`config.mk`:
```
export PLATFORM = sky130hd
export DESIGN_NAME = system_clock_and_sleep_control
export DESIGN_NICKNAME = d
export VERILOG_FILES = /design/src/verilog/sysclk_ctrl_pkg.sv /design/src/verilog/system_clock_and_sleep_control.sv
export SDC_FILE = /design/constraint.sdc
export NUM_CORES = 1
export LEC_CHECK = 0
export BUFFER_PORTS_ARGS = -buffer_cell sky130_fd_sc_hd__buf_2
export CAP_MARGIN = 20
export CORE_MARGIN = 2
export CORE_UTILIZATION = 53
export CTS_CLUSTER_SIZE = 8
export DETAILED_ROUTE_END_ITERATION = 8
export MAX_ROUTING_LAYER = met4
export PLACE_DENSITY_LB_ADDON = 0.3
export SLEW_MARGIN = 20
export SYNTH_ARGS = -nofsm -noshare
export SYNTH_HDL_FRONTEND = slang
export SYNTH_SLANG_ARGS = --single-unit
export TNS_END_PERCENT = 50
```
`constraint.sdc`:
```
create_clock -name ref_clk -period 3.1 [get_ports ref_clk]
set_input_delay 0.93 -clock ref_clk [delete_from_list [all_inputs] [get_ports ref_clk]]
set_output_delay 0.93 -clock ref_clk [all_outputs]
set_load 0.01 [all_outputs]
```
`src/verilog/sysclk_ctrl_pkg.sv`:
```
// package: register map, field layout and timing constants of the clock controller
package sysclk_ctrl_pkg;
  // register byte offsets
  localparam logic [11:0] OFS_STATUS   = 12'h050;
  localparam logic [11:0] OFS_RCC      = 12'h060;
  localparam logic [11:0] OFS_PLLXLAT  = 12'h064;
  localparam logic [11:0] OFS_RCC_EXT  = 12'h070;
  localparam logic [11:0] OFS_RUNGATE  = 12'h100;
  localparam logic [11:0] OFS_SLPGATE  = 12'h110;
  localparam logic [11:0] OFS_DSLGATE  = 12'h120;
  localparam logic [11:0] OFS_DSLCFG   = 12'h144;
  localparam logic [11:0] OFS_MODE     = 12'h148;
  // reset values
  localparam logic [31:0] RCC_RST      = 32'h07A03AD1;
  localparam logic [31:0] RCC_EXT_RST  = 32'h07802800;
  localparam logic [31:0] GATE0_RST    = 32'h00000040;
  localparam logic [31:0] DSLCFG_RST   = 32'h07800000;
  // run_clock_cfg fields
  localparam int MAIN_OSC_DIS_BIT = 0;
  localparam int OSCSRC_LSB   = 4;
  localparam int CRYSTAL_SELECT_LSB     = 6;
  localparam int CRYSTAL_SELECT_W       = 4;
  localparam int BYPASS_BIT   = 11;
  localparam int PWRDN_BIT    = 13;
  localparam int USESYS_BIT   = 22;
  localparam int SYSTEM_DIVIDER_LSB   = 23;
  localparam int SYSTEM_DIVIDER_W     = 4;
  localparam int AUTOGATE_BIT = 27;
  // run_clock_cfg_ext fields
  localparam int EXT_SRC_LSB    = 4;
  localparam int EXT_SRC_W      = 3;
  localparam int EXT_BYPASS_BIT = 11;
  localparam int EXT_PWRDN_BIT  = 13;
  localparam int EXT_DIV_LSB    = 23;
  localparam int EXT_DIV_W      = 6;
  localparam int EXT_SEL_BIT    = 31;
  // deepsleep_clock_cfg source field
  localparam int DSL_SRC_LSB = 4;
  // mode register: bit0 deep-sleep enable
  localparam int DEEPEN_BIT = 0;
  // source select codes (sysclk mux)
  localparam logic [2:0] SRC_MAIN   = 3'h0;
  localparam logic [2:0] SRC_INT    = 3'h1;
  localparam logic [2:0] SRC_INT4   = 3'h2;
  localparam logic [2:0] SRC_INT30K = 3'h3;
  localparam logic [2:0] SRC_RTC    = 3'h7;
  localparam logic [2:0] SRC_PLL    = 3'h4;
  // deep-sleep divider overrides
  localparam logic [5:0] DSL_DIV16 = 6'h0F;
  localparam logic [5:0] DSL_DIV64 = 6'h3F;
  // relock count
  localparam logic [12:0] RELOCK_LOAD = 13'h1200;
  // power states
  typedef enum logic [1:0] {
    PM_RUN   = 2'b00,
    PM_SLEEP = 2'b01,
    PM_DEEP  = 2'b11,
    PM_RESTORE = 2'b10
  } pmode_t;
endpackage

```
`src/verilog/system_clock_and_sleep_control.sv`:
```
// module: system clock selection, pll relock, peripheral gating and sleep control
//
// Operation
// - reset selects internal oscillator as sysclk
// - six selectable sysclk sources
// - extended config overrides base fields
// - crystal change updates read-only translation
// - pll disabled after reset
// - pll normal drives output, powerdown not
// - relock on crystal change or powerup
// - main-osc down counter loaded 0x1200
// - pll selection blocked until relock done
// - run, sleep, deep-sleep gate sets
// - sleep stops core, uses sleep gates
// - sleep keeps run clock source
// - deep-sleep stops core, uses deep gates
// - deep enable then wfi enters deep-sleep
// - interrupt wakes to run mode
// - deep-sleep source main osc or internal
// - deep-sleep powers pll down, divides when pll was source
// - restore clock before re-enabling gates
// - hibernate wake by external or rtc
`timescale 1ns/1ps
module system_clock_and_sleep_control
  import sysclk_ctrl_pkg::*;
#(
  parameter int NGATE = 32,
  parameter int SWITCH_WAIT = 4
) (
  // clock and reset
  input  wire logic             ref_clk,
  input  wire logic             rst,
  // apb slave
  input  wire logic             psel,
  input  wire logic             penable,
  input  wire logic             pwrite,
  input  wire logic [11:0]      paddr,
  input  wire logic [31:0]      pwdata,
  output logic                  pready,
  output logic [31:0]           prdata,
  output logic                  pslverr,
  // main oscillator tick (asynchronous)
  input  wire logic             mainOscTick,
  // core requests and wake events
  input  wire logic             waitForInterrupt,
  input  wire logic             irqPending,
  input  wire logic             hibWake,
  input  wire logic             rtcWake,
  output logic                  hibPowerOn,
  // clock controls
  output logic [2:0]            sysClkSrc,
  output logic [5:0]            sysDivider,
  output logic                  useDivider,
  output logic                  pllPowerDown,
  output logic                  pllOutEnable,
  output logic                  mainOscPowerDown,
  output logic                  coreClkEn,
  output logic [NGATE-1:0]      periphClkEn,
  output logic [15:0]           pllTranslation
);

  // register state
  logic [31:0]      rcc_q;
  logic [31:0]      rccExt_q;
  logic [31:0]      dslCfg_q;
  logic             deepEn_q;
  logic [NGATE-1:0] runGate_q;
  logic [NGATE-1:0] slpGate_q;
  logic [NGATE-1:0] dslGate_q;
  logic [CRYSTAL_SELECT_W-1:0] xtalPrev_q;
  logic             pwrdnPrev_q;
  pmode_t           mode_q;
  logic [2:0]       srcSave_q;
  logic [5:0]       divSave_q;
  logic [12:0]      relockCnt_q;
  logic             relockReq_q;
  logic             relockAck_q;
  logic             lockRaw_q;
  logic [2:0]       tickSync_q;
  logic [2:0]       curSrc_q;
  logic [3:0]       swCnt_q;

  // gate vector widened to a 32-bit register word
  function automatic logic [31:0] gateWord(input logic [NGATE-1:0] g);
    logic [31:0] w;
    w = '0;
    w[NGATE-1:0] = g;
    return w;
  endfunction

  // crystal number to pll codes: divider in low bits, feedback above
  function automatic logic [15:0] xtalXlat(input logic [CRYSTAL_SELECT_W-1:0] x);
    logic [15:0] t;
    t = {4'h0, 8'(8'h40 - {4'h0, x}), x};
    return t;
  endfunction

  logic       useExt;
  logic [2:0] effSrc;
  logic       effBypass;
  logic       effPwrdn;
  logic [5:0] effDiv;
  logic       autoGate;
  logic [2:0] wantSrc;
  logic       apbWr;
  logic       xtalChange;
  logic       pllStart;
  logic       pllDown;

  assign useExt    = rccExt_q[EXT_SEL_BIT];
  always_comb
  begin
    if (useExt)
    begin
      effSrc    = rccExt_q[EXT_SRC_LSB +: EXT_SRC_W];
      effBypass = rccExt_q[EXT_BYPASS_BIT];
      effPwrdn  = rccExt_q[EXT_PWRDN_BIT];
      effDiv    = rccExt_q[EXT_DIV_LSB +: EXT_DIV_W];
    end
    else
    begin
      effSrc    = {1'b0, rcc_q[OSCSRC_LSB +: 2]};
      effBypass = rcc_q[BYPASS_BIT];
      effPwrdn  = rcc_q[PWRDN_BIT];
      effDiv    = {2'b00, rcc_q[SYSTEM_DIVIDER_LSB +: SYSTEM_DIVIDER_W]};
    end
  end
  assign autoGate = rcc_q[AUTOGATE_BIT];
  assign apbWr    = psel && penable && pwrite;

  // apb write side
  always_ff @(posedge ref_clk)
  begin
    if (rst)
    begin
      rcc_q     <= RCC_RST;
      rccExt_q  <= RCC_EXT_RST;
      dslCfg_q  <= DSLCFG_RST;
      deepEn_q  <= 1'b0;
      runGate_q <= NGATE'(GATE0_RST);
      slpGate_q <= NGATE'(GATE0_RST);
      dslGate_q <= NGATE'(GATE0_RST);
    end
    else if (apbWr)
    begin
      case (paddr)
        OFS_RCC:     rcc_q     <= pwdata;
        OFS_RCC_EXT: rccExt_q  <= pwdata;
        OFS_DSLCFG:  dslCfg_q  <= pwdata;
        OFS_MODE:    deepEn_q  <= pwdata[DEEPEN_BIT];
        OFS_RUNGATE: runGate_q <= pwdata[NGATE-1:0];
        OFS_SLPGATE: slpGate_q <= pwdata[NGATE-1:0];
        OFS_DSLGATE: dslGate_q <= pwdata[NGATE-1:0];
        default:     ;
      endcase
    end
  end

  // apb read side, zero wait
  assign pready  = 1'b1;
  assign pslverr = 1'b0;
  always_ff @(posedge ref_clk)
  begin
    if (rst)
      prdata <= 32'h00000000;
    else if (psel && !penable && !pwrite)
    begin
      // captured in setup, stable through the access phase
      case (paddr)
        OFS_STATUS:  prdata <= {25'h0000000, lockRaw_q, 6'h00};
        OFS_RCC:     prdata <= rcc_q;
        OFS_PLLXLAT: prdata <= {16'h0000, pllTranslation};
        OFS_RCC_EXT: prdata <= rccExt_q;
        OFS_DSLCFG:  prdata <= dslCfg_q;
        OFS_MODE:    prdata <= {28'h0000000, mode_q, 1'b0, deepEn_q};
        OFS_RUNGATE: prdata <= gateWord(runGate_q);
        OFS_SLPGATE: prdata <= gateWord(slpGate_q);
        OFS_DSLGATE: prdata <= gateWord(dslGate_q);
        default:     prdata <= 32'h00000000;
      endcase
    end
  end

  // crystal translation table
  always_ff @(posedge ref_clk)
  begin
    if (rst)
    begin
      xtalPrev_q     <= RCC_RST[CRYSTAL_SELECT_LSB +: CRYSTAL_SELECT_W];
      pllTranslation <= xtalXlat(RCC_RST[CRYSTAL_SELECT_LSB +: CRYSTAL_SELECT_W]);
      pwrdnPrev_q    <= 1'b1;
    end
    else
    begin
      xtalPrev_q     <= rcc_q[CRYSTAL_SELECT_LSB +: CRYSTAL_SELECT_W];
      pwrdnPrev_q    <= pllDown;
      pllTranslation <= xtalXlat(rcc_q[CRYSTAL_SELECT_LSB +: CRYSTAL_SELECT_W]);
    end
  end
  // pll down by software or by deep-sleep; a wake counts as power-up
  assign pllDown    = effPwrdn || mode_q == PM_DEEP;
  assign xtalChange = rcc_q[CRYSTAL_SELECT_LSB +: CRYSTAL_SELECT_W] != xtalPrev_q;
  assign pllStart   = xtalChange || (pwrdnPrev_q && !pllDown);

  // relock request level held until the relock counter acknowledges the load
  always_ff @(posedge ref_clk)
  begin
    if (rst)
      relockReq_q <= 1'b0;
    else if (pllStart)
      relockReq_q <= 1'b1;
    else if (relockAck_q)
      relockReq_q <= 1'b0;
  end

  // main oscillator edge detect after two-stage sync
  always_ff @(posedge ref_clk)
  begin
    if (rst)
      tickSync_q <= 3'b000;
    else
      tickSync_q <= {tickSync_q[1:0], mainOscTick};
  end

  // relock down counter on main osc ticks
  always_ff @(posedge ref_clk)
  begin
    if (rst)
    begin
      relockCnt_q <= 13'h0000;
      lockRaw_q   <= 1'b0;
      relockAck_q <= 1'b0;
    end
    else if (relockReq_q)
    begin
      relockCnt_q <= RELOCK_LOAD;
      lockRaw_q   <= 1'b0;
      relockAck_q <= 1'b1;
    end
    else
    begin
      relockAck_q <= 1'b0;
      if (tickSync_q[1] && !tickSync_q[2] && relockCnt_q != 13'h0000)
        relockCnt_q <= relockCnt_q - 13'h0001;
      // a trigger drops lock at once so the mux never takes an unsettled pll
      if (pllDown || pllStart)
        lockRaw_q <= 1'b0;
      else if (relockCnt_q == 13'h0000)
        lockRaw_q <= 1'b1;
    end
  end

  // power mode sequencing
  always_ff @(posedge ref_clk)
  begin
    if (rst)
    begin
      mode_q    <= PM_RUN;
      srcSave_q <= SRC_INT;
      divSave_q <= 6'h00;
    end
    else
    begin
      case (mode_q)
        PM_RUN:
          if (waitForInterrupt && !irqPending)
          begin
            srcSave_q <= curSrc_q;
            divSave_q <= effDiv;
            mode_q    <= deepEn_q ? PM_DEEP : PM_SLEEP;
          end
        PM_SLEEP:
          if (irqPending)
            mode_q <= PM_RUN;
        PM_DEEP:
          if (irqPending)
            mode_q <= PM_RESTORE;
        PM_RESTORE:
          if (curSrc_q == srcSave_q && swCnt_q == 4'h0)
            mode_q <= PM_RUN;
        default:
          mode_q <= PM_RUN;
      endcase
    end
  end

  // target source
  logic pllRunning;
  assign pllRunning = !effPwrdn && !effBypass;
  always_comb
  begin
    if (mode_q == PM_DEEP)
      wantSrc = (dslCfg_q[DSL_SRC_LSB +: 3] == SRC_INT ||
                 dslCfg_q[DSL_SRC_LSB +: 3] == SRC_INT30K) ?
                dslCfg_q[DSL_SRC_LSB +: 3] : SRC_MAIN;
    else if (mode_q == PM_RESTORE)
      // wake waits for relock when the pll was the source
      wantSrc = (srcSave_q == SRC_PLL && !lockRaw_q) ? curSrc_q : srcSave_q;
    else if (pllRunning && lockRaw_q)
      wantSrc = SRC_PLL;
    else if (pllRunning)
      wantSrc = curSrc_q == SRC_PLL ? SRC_MAIN : curSrc_q;
    else
      wantSrc = effSrc;
  end

  // source switch with dead interval, old select kept on the output until it ends
  always_ff @(posedge ref_clk)
  begin
    if (rst)
    begin
      curSrc_q <= SRC_INT;
      swCnt_q  <= 4'h0;
    end
    else if (swCnt_q != 4'h0)
      swCnt_q <= swCnt_q - 4'h1;
    else if (wantSrc != curSrc_q)
    begin
      curSrc_q <= wantSrc;
      swCnt_q  <= 4'(SWITCH_WAIT);
    end
  end

  // clock outputs
  always_ff @(posedge ref_clk)
  begin
    if (rst)
    begin
      sysClkSrc        <= SRC_INT;
      sysDivider       <= 6'h00;
      useDivider       <= 1'b0;
      pllPowerDown     <= 1'b1;
      pllOutEnable     <= 1'b0;
      mainOscPowerDown <= 1'b1;
      coreClkEn        <= 1'b1;
      periphClkEn      <= NGATE'(GATE0_RST);
      hibPowerOn       <= 1'b0;
    end
    else
    begin
      // old select held while the dead interval runs
      sysClkSrc    <= swCnt_q != 4'h0 ? sysClkSrc : curSrc_q;
      hibPowerOn   <= hibWake || rtcWake;
      pllPowerDown <= pllDown;
      pllOutEnable <= !pllDown;
      if (mode_q == PM_DEEP && srcSave_q == SRC_PLL)
        sysDivider <= (effDiv > 6'h0F) ? DSL_DIV64 : DSL_DIV16;
      else if (mode_q == PM_RESTORE)
        sysDivider <= divSave_q;
      else
        sysDivider <= effDiv;
      useDivider   <= rcc_q[USESYS_BIT];
      mainOscPowerDown <= rcc_q[MAIN_OSC_DIS_BIT] ||
                          (mode_q == PM_DEEP && wantSrc != SRC_MAIN);
      coreClkEn    <= mode_q == PM_RUN;
      case (mode_q)
        PM_SLEEP:   periphClkEn <= autoGate ? slpGate_q : runGate_q;
        PM_DEEP:    periphClkEn <= autoGate ? dslGate_q : runGate_q;
        PM_RESTORE: periphClkEn <= autoGate ? dslGate_q : runGate_q;
        default:    periphClkEn <= runGate_q;
      endcase
    end
  end

endmodule // system_clock_and_sleep_control
```
== Word level (Yosys, flattened, before mapping) ==
Cells that the tools add are included.
Widths: inputs -> output; s select.

* Flip-flop bits (word level): 329
* Output and inout port bits: 97
* Word-level logic and storage cells: 140

* Add/sub/neg operators: 3
* Order comparisons: 1
* Eq/ne operators: 23
* Multiplexer cells: 31
* Bitwise operators: 1
* Reduce and logical (&&, ||, !) cells: 50

{| class="wikitable"
|+ Operators with widths
! kind !! count
|-
| $pmux 32 s9 || 1
|-
| $mux 32 || 2
|-
| $pmux 32 s2 || 1
|-
| $eq 12x9->1 const B || 5
|-
| $eq 12x7->1 const B || 4
|-
| $mux 13 || 2
|-
| $mux 3 || 8
|-
| $mux 6 || 4
|-
| $reduce_and 2->1 || 9
|-
| $logic_and 1x1->1 || 14
|-
| $logic_not 13->1 || 1
|-
| $reduce_bool 13->1 || 1
|-
| $sub 13x1->13 const B || 1
|-
| $mux 2 || 5
|-
| $logic_not 1->1 || 8
|-
| $mux 4 || 2
|-
| $ne 2x2->1 const B || 4
|-
| $pmux 2 s4 || 1
|-
| $sub 7x4->8 const A || 1
|-
| $eq 3x3->1 const B || 2
|-
| $gt 6x4->1 const B || 1
|-
| $logic_or 1x1->1 || 6
|-
| $reduce_bool 2->1 || 3
|-
| $mux 1 || 5
|-
| 16 further kinds || 18
|}

== Logic depth before layout (Yosys ltp) ==
* Depth in word-level cells: 10
* Mapped depth: 10

== Worst setup path after synthesis ==
OpenSTA, ideal clock, no wires.

* Kind: input port to flip-flop
* From: input paddr[2]
* To: register runGate_q[6]
* Setup time: 0.122 ns
* Data arrival time: 3.020 ns
* Data required time: 2.978 ns
* Setup slack: -0.043 ns
* Cell stages on the path: 10
* Buffers on the path: 5
* Cell sequence: clkbuf_1 or4_1 buf_2 or4_1 buf_2 or4_1 buf_4 buf_6 nand2_1 nand3b_1

* Word-level cells in the longest chain between the ends: 2

{| class="wikitable"
|+ RTL lines
! what !! line !! RTL
|-
| from (decl) || system_clock_and_sleep_control.sv:37 || <nowiki>input wire logic [11:0] paddr,</nowiki>
|-
| $eq 12x9->1 || system_clock_and_sleep_control.sv:146 || <nowiki>case (paddr)</nowiki>
|-
| $reduce_and 2->1 (no source line) || - ||
|-
| to (signal assigned) || system_clock_and_sleep_control.sv:140 || <nowiki>runGate_q <= NGATE'(GATE0_RST);</nowiki>
|-
| to (signal assigned) || system_clock_and_sleep_control.sv:151 || <nowiki>OFS_RUNGATE: runGate_q <= pwdata[NGATE-1:0];</nowiki>
|-
| to (decl) || system_clock_and_sleep_control.sv:67 || <nowiki>logic [NGATE-1:0] runGate_q;</nowiki>
|}

Every way passes these cells.
A chain may end at the register's enable or synchronous reset.

== Worst setup path in the final report ==
* From: input paddr[7]
* To: register runGate_q[9]

Same word-level chain as after synthesis.

==> results.rst <==
.. list-table::
   :header-rows: 1

   * - Metric
     - Value
   * - Outcome
     - completed
   * - Clk slew on worst S/H paths
     - 0.04 ns
   * - Leakage power
     - 5.93 nW
   * - Combined global-route utilization of all metal layers
     - about a third
   * - TritonCTS clock tree
     - yes
   * - Clock latency at the later pin of the worst-skew pair
     - between 0.5 and 0.6 ns
   * - Total wire length
     - ~42000 µm
   * - Sequential area share after synthesis
     - between 40 and 50%
   * - Setup WS pre-CTS
     - about 0.037 ns
   * - Number of storage elements in the synthesis netlist
     - 319
   * - Clock skew after layout
     - approximately 0.0097 ns
   * - Total standard cell area after synthesis
     - between 0.01 and 0.015 mm²
   * - Synth area leaders
     - dfxtp_1 47%, nand2_1 12%, a21oi_1 7.8%
   * - Areal power density over the cells
     - around 570 mW/mm²
   * - Required time of the critical path
     - between 3 and 4 ns
   * - Period Utilization, post-route
     - between 80% and 90%
   * - Setup Viol. Count Final
     - 0
   * - Post-Route Setup TNS
     - 0 ns
   * - Nets
     - between 1500 and 2000
   * - RSZ-0062 raised after global routing
     - false
   * - Via/cell ratio
     - just over 6
   * - Flip-flop cell with the highest count after synthesis
     - dfxtp_1
   * - Max-capacitance violation count
     - 0
   * - X dimension of the die
     - between 150 and 200 µm
   * - Via count
     - about 13000
   * - Hold-fix buffers at CTS
     - 0
   * - Pre-antenna DRT Iters
     - 6
   * - Post-CTS setup-driven buffer insertion count
     - 0
   * - Final worst path period need
     - 2.59 ns
   * - Global-route wire length before repair
     - 65600 µm
   * - 1st-iter DRT viols
     - ~1400
   * - Capturing element type of the critical path
     - flip-flop
   * - Via count of the first global-routing pass
     - ~12000
   * - Worst max-slew margin expressed relative to the limit
     - about a third
   * - Area share of xor/xnor cells in the synthesized design
     - roughly 1.5%
   * - Worst-Margin Slew
     - roughly 1.0 ns
   * - IO Pins
     - ~150
   * - Final worst-path setup slack
     - slightly above 0.5 ns
   * - Core area
     - around 0.025 mm²
   * - Number of antenna violations at the first check in global routing
     - 1
   * - Pin count of the biggest net entering global routing
     - roughly 60
   * - Arrival time of the worst setup path
     - a little under 3 ns
   * - Power consumption
     - 9.18 mW
   * - Launching element type of the critical path
     - input pin
   * - Maximum root-to-sink buffer count
     - 3
   * - Worst hold slack
     - between 0.4 and 0.5 ns
   * - Critical path type
     - in2reg
   * - Detail Placement HPWL
     - between 20000 and 30000 µm
   * - Die footprint
     - around 0.027 mm²
   * - CTS H-tree lvls
     - 2
   * - Crit path max fanout
     - 13
   * - Relative area change from synthesis to final layout
     - 17.9%
   * - Port Buffer Count
     - approximately 140
   * - Residual overflow from global routing
     - 0
   * - Post-cts gate resize count
     - 0
   * - Antenna Nets Post-Route
     - 0
   * - Maximum operating frequency
     - roughly 0.39 GHz
   * - Fin. max-slew vios
     - 0
   * - Number of endpoints with negative hold slack in the final report
     - 0
   * - Number of rows created at floorplan
     - between 50 and 60
   * - Number of flops mapped to enable cells by yosys
     - 0
   * - Adder-cell share of the synthesized area
     - less than 1%
   * - Mean area per synthesized cell
     - between 8 and 9 µm²
   * - Worst supply voltage drop on vdd
     - between 0.4 and 0.5 mV
   * - Num CTS Buffers
     - between 40 and 50
   * - Fraction of layout cells with a size suffix above 1
     - between 15 and 20%
   * - Average wire length per cell after detail routing
     - 19.8 µm
   * - Die Y-Extent
     - around 160 µm
   * - DR DRC count
     - 0
   * - Largest family of logic cells by synthesized area
     - simple AND/OR/NAND/NOR gates
   * - Synth warnings
     - 0
   * - Area share of the leading cell type in the synthesized netlist
     - 47.1%
   * - Synthesized-area fraction occupied by and/or/nand/nor cells
     - between 20% and 30%
   * - Clock tree root driver cell
     - clkbuf_16
   * - Fraction of the mapped netlist area in compound gates
     - between 10% and 20%
   * - Number of sinks on the clock net
     - around 320
   * - Mux share of post-synthesis cell area
     - ~3.6%
   * - Cell variety after synth
     - 65
   * - Worst hold path class
     - reg2reg
   * - Initial cell density of the core
     - a little over half
   * - Routability congestion estimate
     - about 0.94
   * - Leading area contributor after synthesis
     - dfxtp_1
   * - Synthesized instance count
     - approximately 1700
   * - Fraction of registers with async set or reset after synthesis
     - 0%
[Yosys cell counts, drive strengths merged (5+ instances only)]
| cell type | count |
|---|---|
| or3 | 24 |
| clkbuf | 125 |
| xor2 | 10 |
| a211oi | 63 |
| xnor2 | 13 |
| nor2b | 15 |
| nand3 | 15 |
| o2bb2ai | 6 |
| or4 | 8 |
| nor3b | 7 |
| nor4 | 7 |
| o22ai | 9 |
| a22o | 6 |
| mux2i | 49 |
| a21oi | 212 |
| and2 | 8 |
| nand4 | 11 |
| buf | 24 |
| nand2b | 12 |
| nor2 | 109 |
| a211o | 5 |
| nor3 | 16 |
| dfxtp | 319 |
| a222oi | 24 |
| o21ai | 61 |
| a32oi | 5 |
| inv | 16 |
| nand2 | 427 |
| or2 | 5 |
| nand3b | 25 |
[per-stage QoR]
| step | std cells | utilization, % | area, µm² |
|---|---|---|---|
| after floorplan | 1694 | - | 13600 |
| after global placement | 2091 | 58.8 | 14800 |
| after detailed placement | 2091 | 58.8 | 14800 |
| after CTS | 2139 | 63.4 | 16000 |
| after global routing | 2140 | 63.4 | 16000 |
| final | 2140 | 63.4 | 16000 |
[report_power, final]
group / internal (mW) / total (mW) / switching, mW
clock: 2.59 / 4.24 / 1.65
sequential: 4.17 / 4.23 / 0.0513
combinational: 0.265 / 0.715 / 0.450
total: 7.03 / 9.18 / 2.15
[state kept, by name, indices dropped and copies added (netlist names), 4 cells and up]
signal and count:
pllTranslation 7, rcc_q 32, rccExt_q 32, swCnt_q 4, runGate_q 32, slpGate_q 32, dslCfg_q 32, divSave_q 6
dslGate_q 32, periphClkEn 32, prdata 32, sysDivider 6, relockCnt_q 13
[critical path, stage by stage]
cell     delay, ns
buf_2         0.10
or4_1         0.55
or4_4         0.54
or4_4         0.47
buf_4         0.22
nand2_1       0.08
a21oi_1       0.06
[cell type report]
| type | instances | area (µm²) |
|---|---|---|
| Antenna cell | 1 | 2.50 |
| Clock buffer | 47 | 1150 |
| Clock inverter | 1 | 16.3 |
| Fill cell | 2174 | 9210 |
| Inverter | 16 | 60.1 |
| Multi-Input combinational cell | 1210 | 6560 |
| Sequential cell | 319 | 6390 |
| Tap cell | 330 | 413 |
| Timing Repair Buffer | 216 | 1390 |
[layout by cell type, fill, tap and decap left out, types with 7 or more instances in the layout]
| cell type | synthesis | final |
|---|---|---|
| nand2_1 | 427 | 427 |
| dfxtp_1 | 319 | 319 |
| a21oi_1 | 212 | 212 |
| buf_2 | 7 | 142 |
| nor2_1 | 109 | 109 |
| buf_4 | 9 | 64 |
| a211oi_1 | 63 | 63 |
| o21ai_0 | 61 | 61 |
| mux2i_1 | 49 | 49 |
| clkbuf_16 | 0 | 46 |
| nand3b_1 | 25 | 25 |
| a222oi_1 | 24 | 24 |
| or3_1 | 24 | 24 |
| inv_1 | 16 | 16 |
| nand3_1 | 15 | 15 |
| nor3_1 | 15 | 15 |
| nor2b_1 | 15 | 13 |
| xnor2_1 | 13 | 13 |
| nand2b_1 | 12 | 12 |
| nand4_1 | 11 | 11 |
| xor2_1 | 10 | 10 |
| o22ai_1 | 9 | 9 |
| buf_12 | 0 | 9 |
| nor3b_1 | 7 | 7 |
| conb_1 | 2 | 7 |
[kinds of logic after synthesis]
logic type	count (synthesis)
buf+inv	165
mux	49
other cells	2
fa+ha+maj	3
compound gates	424
flops	319
xor+xnor	23
simple gates	704
[metal layers]
metal | vias up | track usage (%) | share of wire (%)
met4 | 0 | 11.5 | 3.0
met3 | 103 | 5.45 | 8.6
met1 | 6121 | 40.7 | 42
met5 | - | - | 0
li1 | 6042 | - | -
met2 | 661 | 50.9 | 47
[path summary, 6_finish.rpt]
path / startpoint / to / slack (ns) / depth (start not counted)
max: paddr[7] / runGate_q[9] / 0.51 / 7
min: tickSync_q[0] / tickSync_q[1] / 0.44 / 1
max reg2reg: relockCnt_q[2] / relockCnt_q[1] / 0.79 / 4
min reg2reg: tickSync_q[0] / tickSync_q[1] / 0.44 / 1
(Power assumes the default switching activity.)
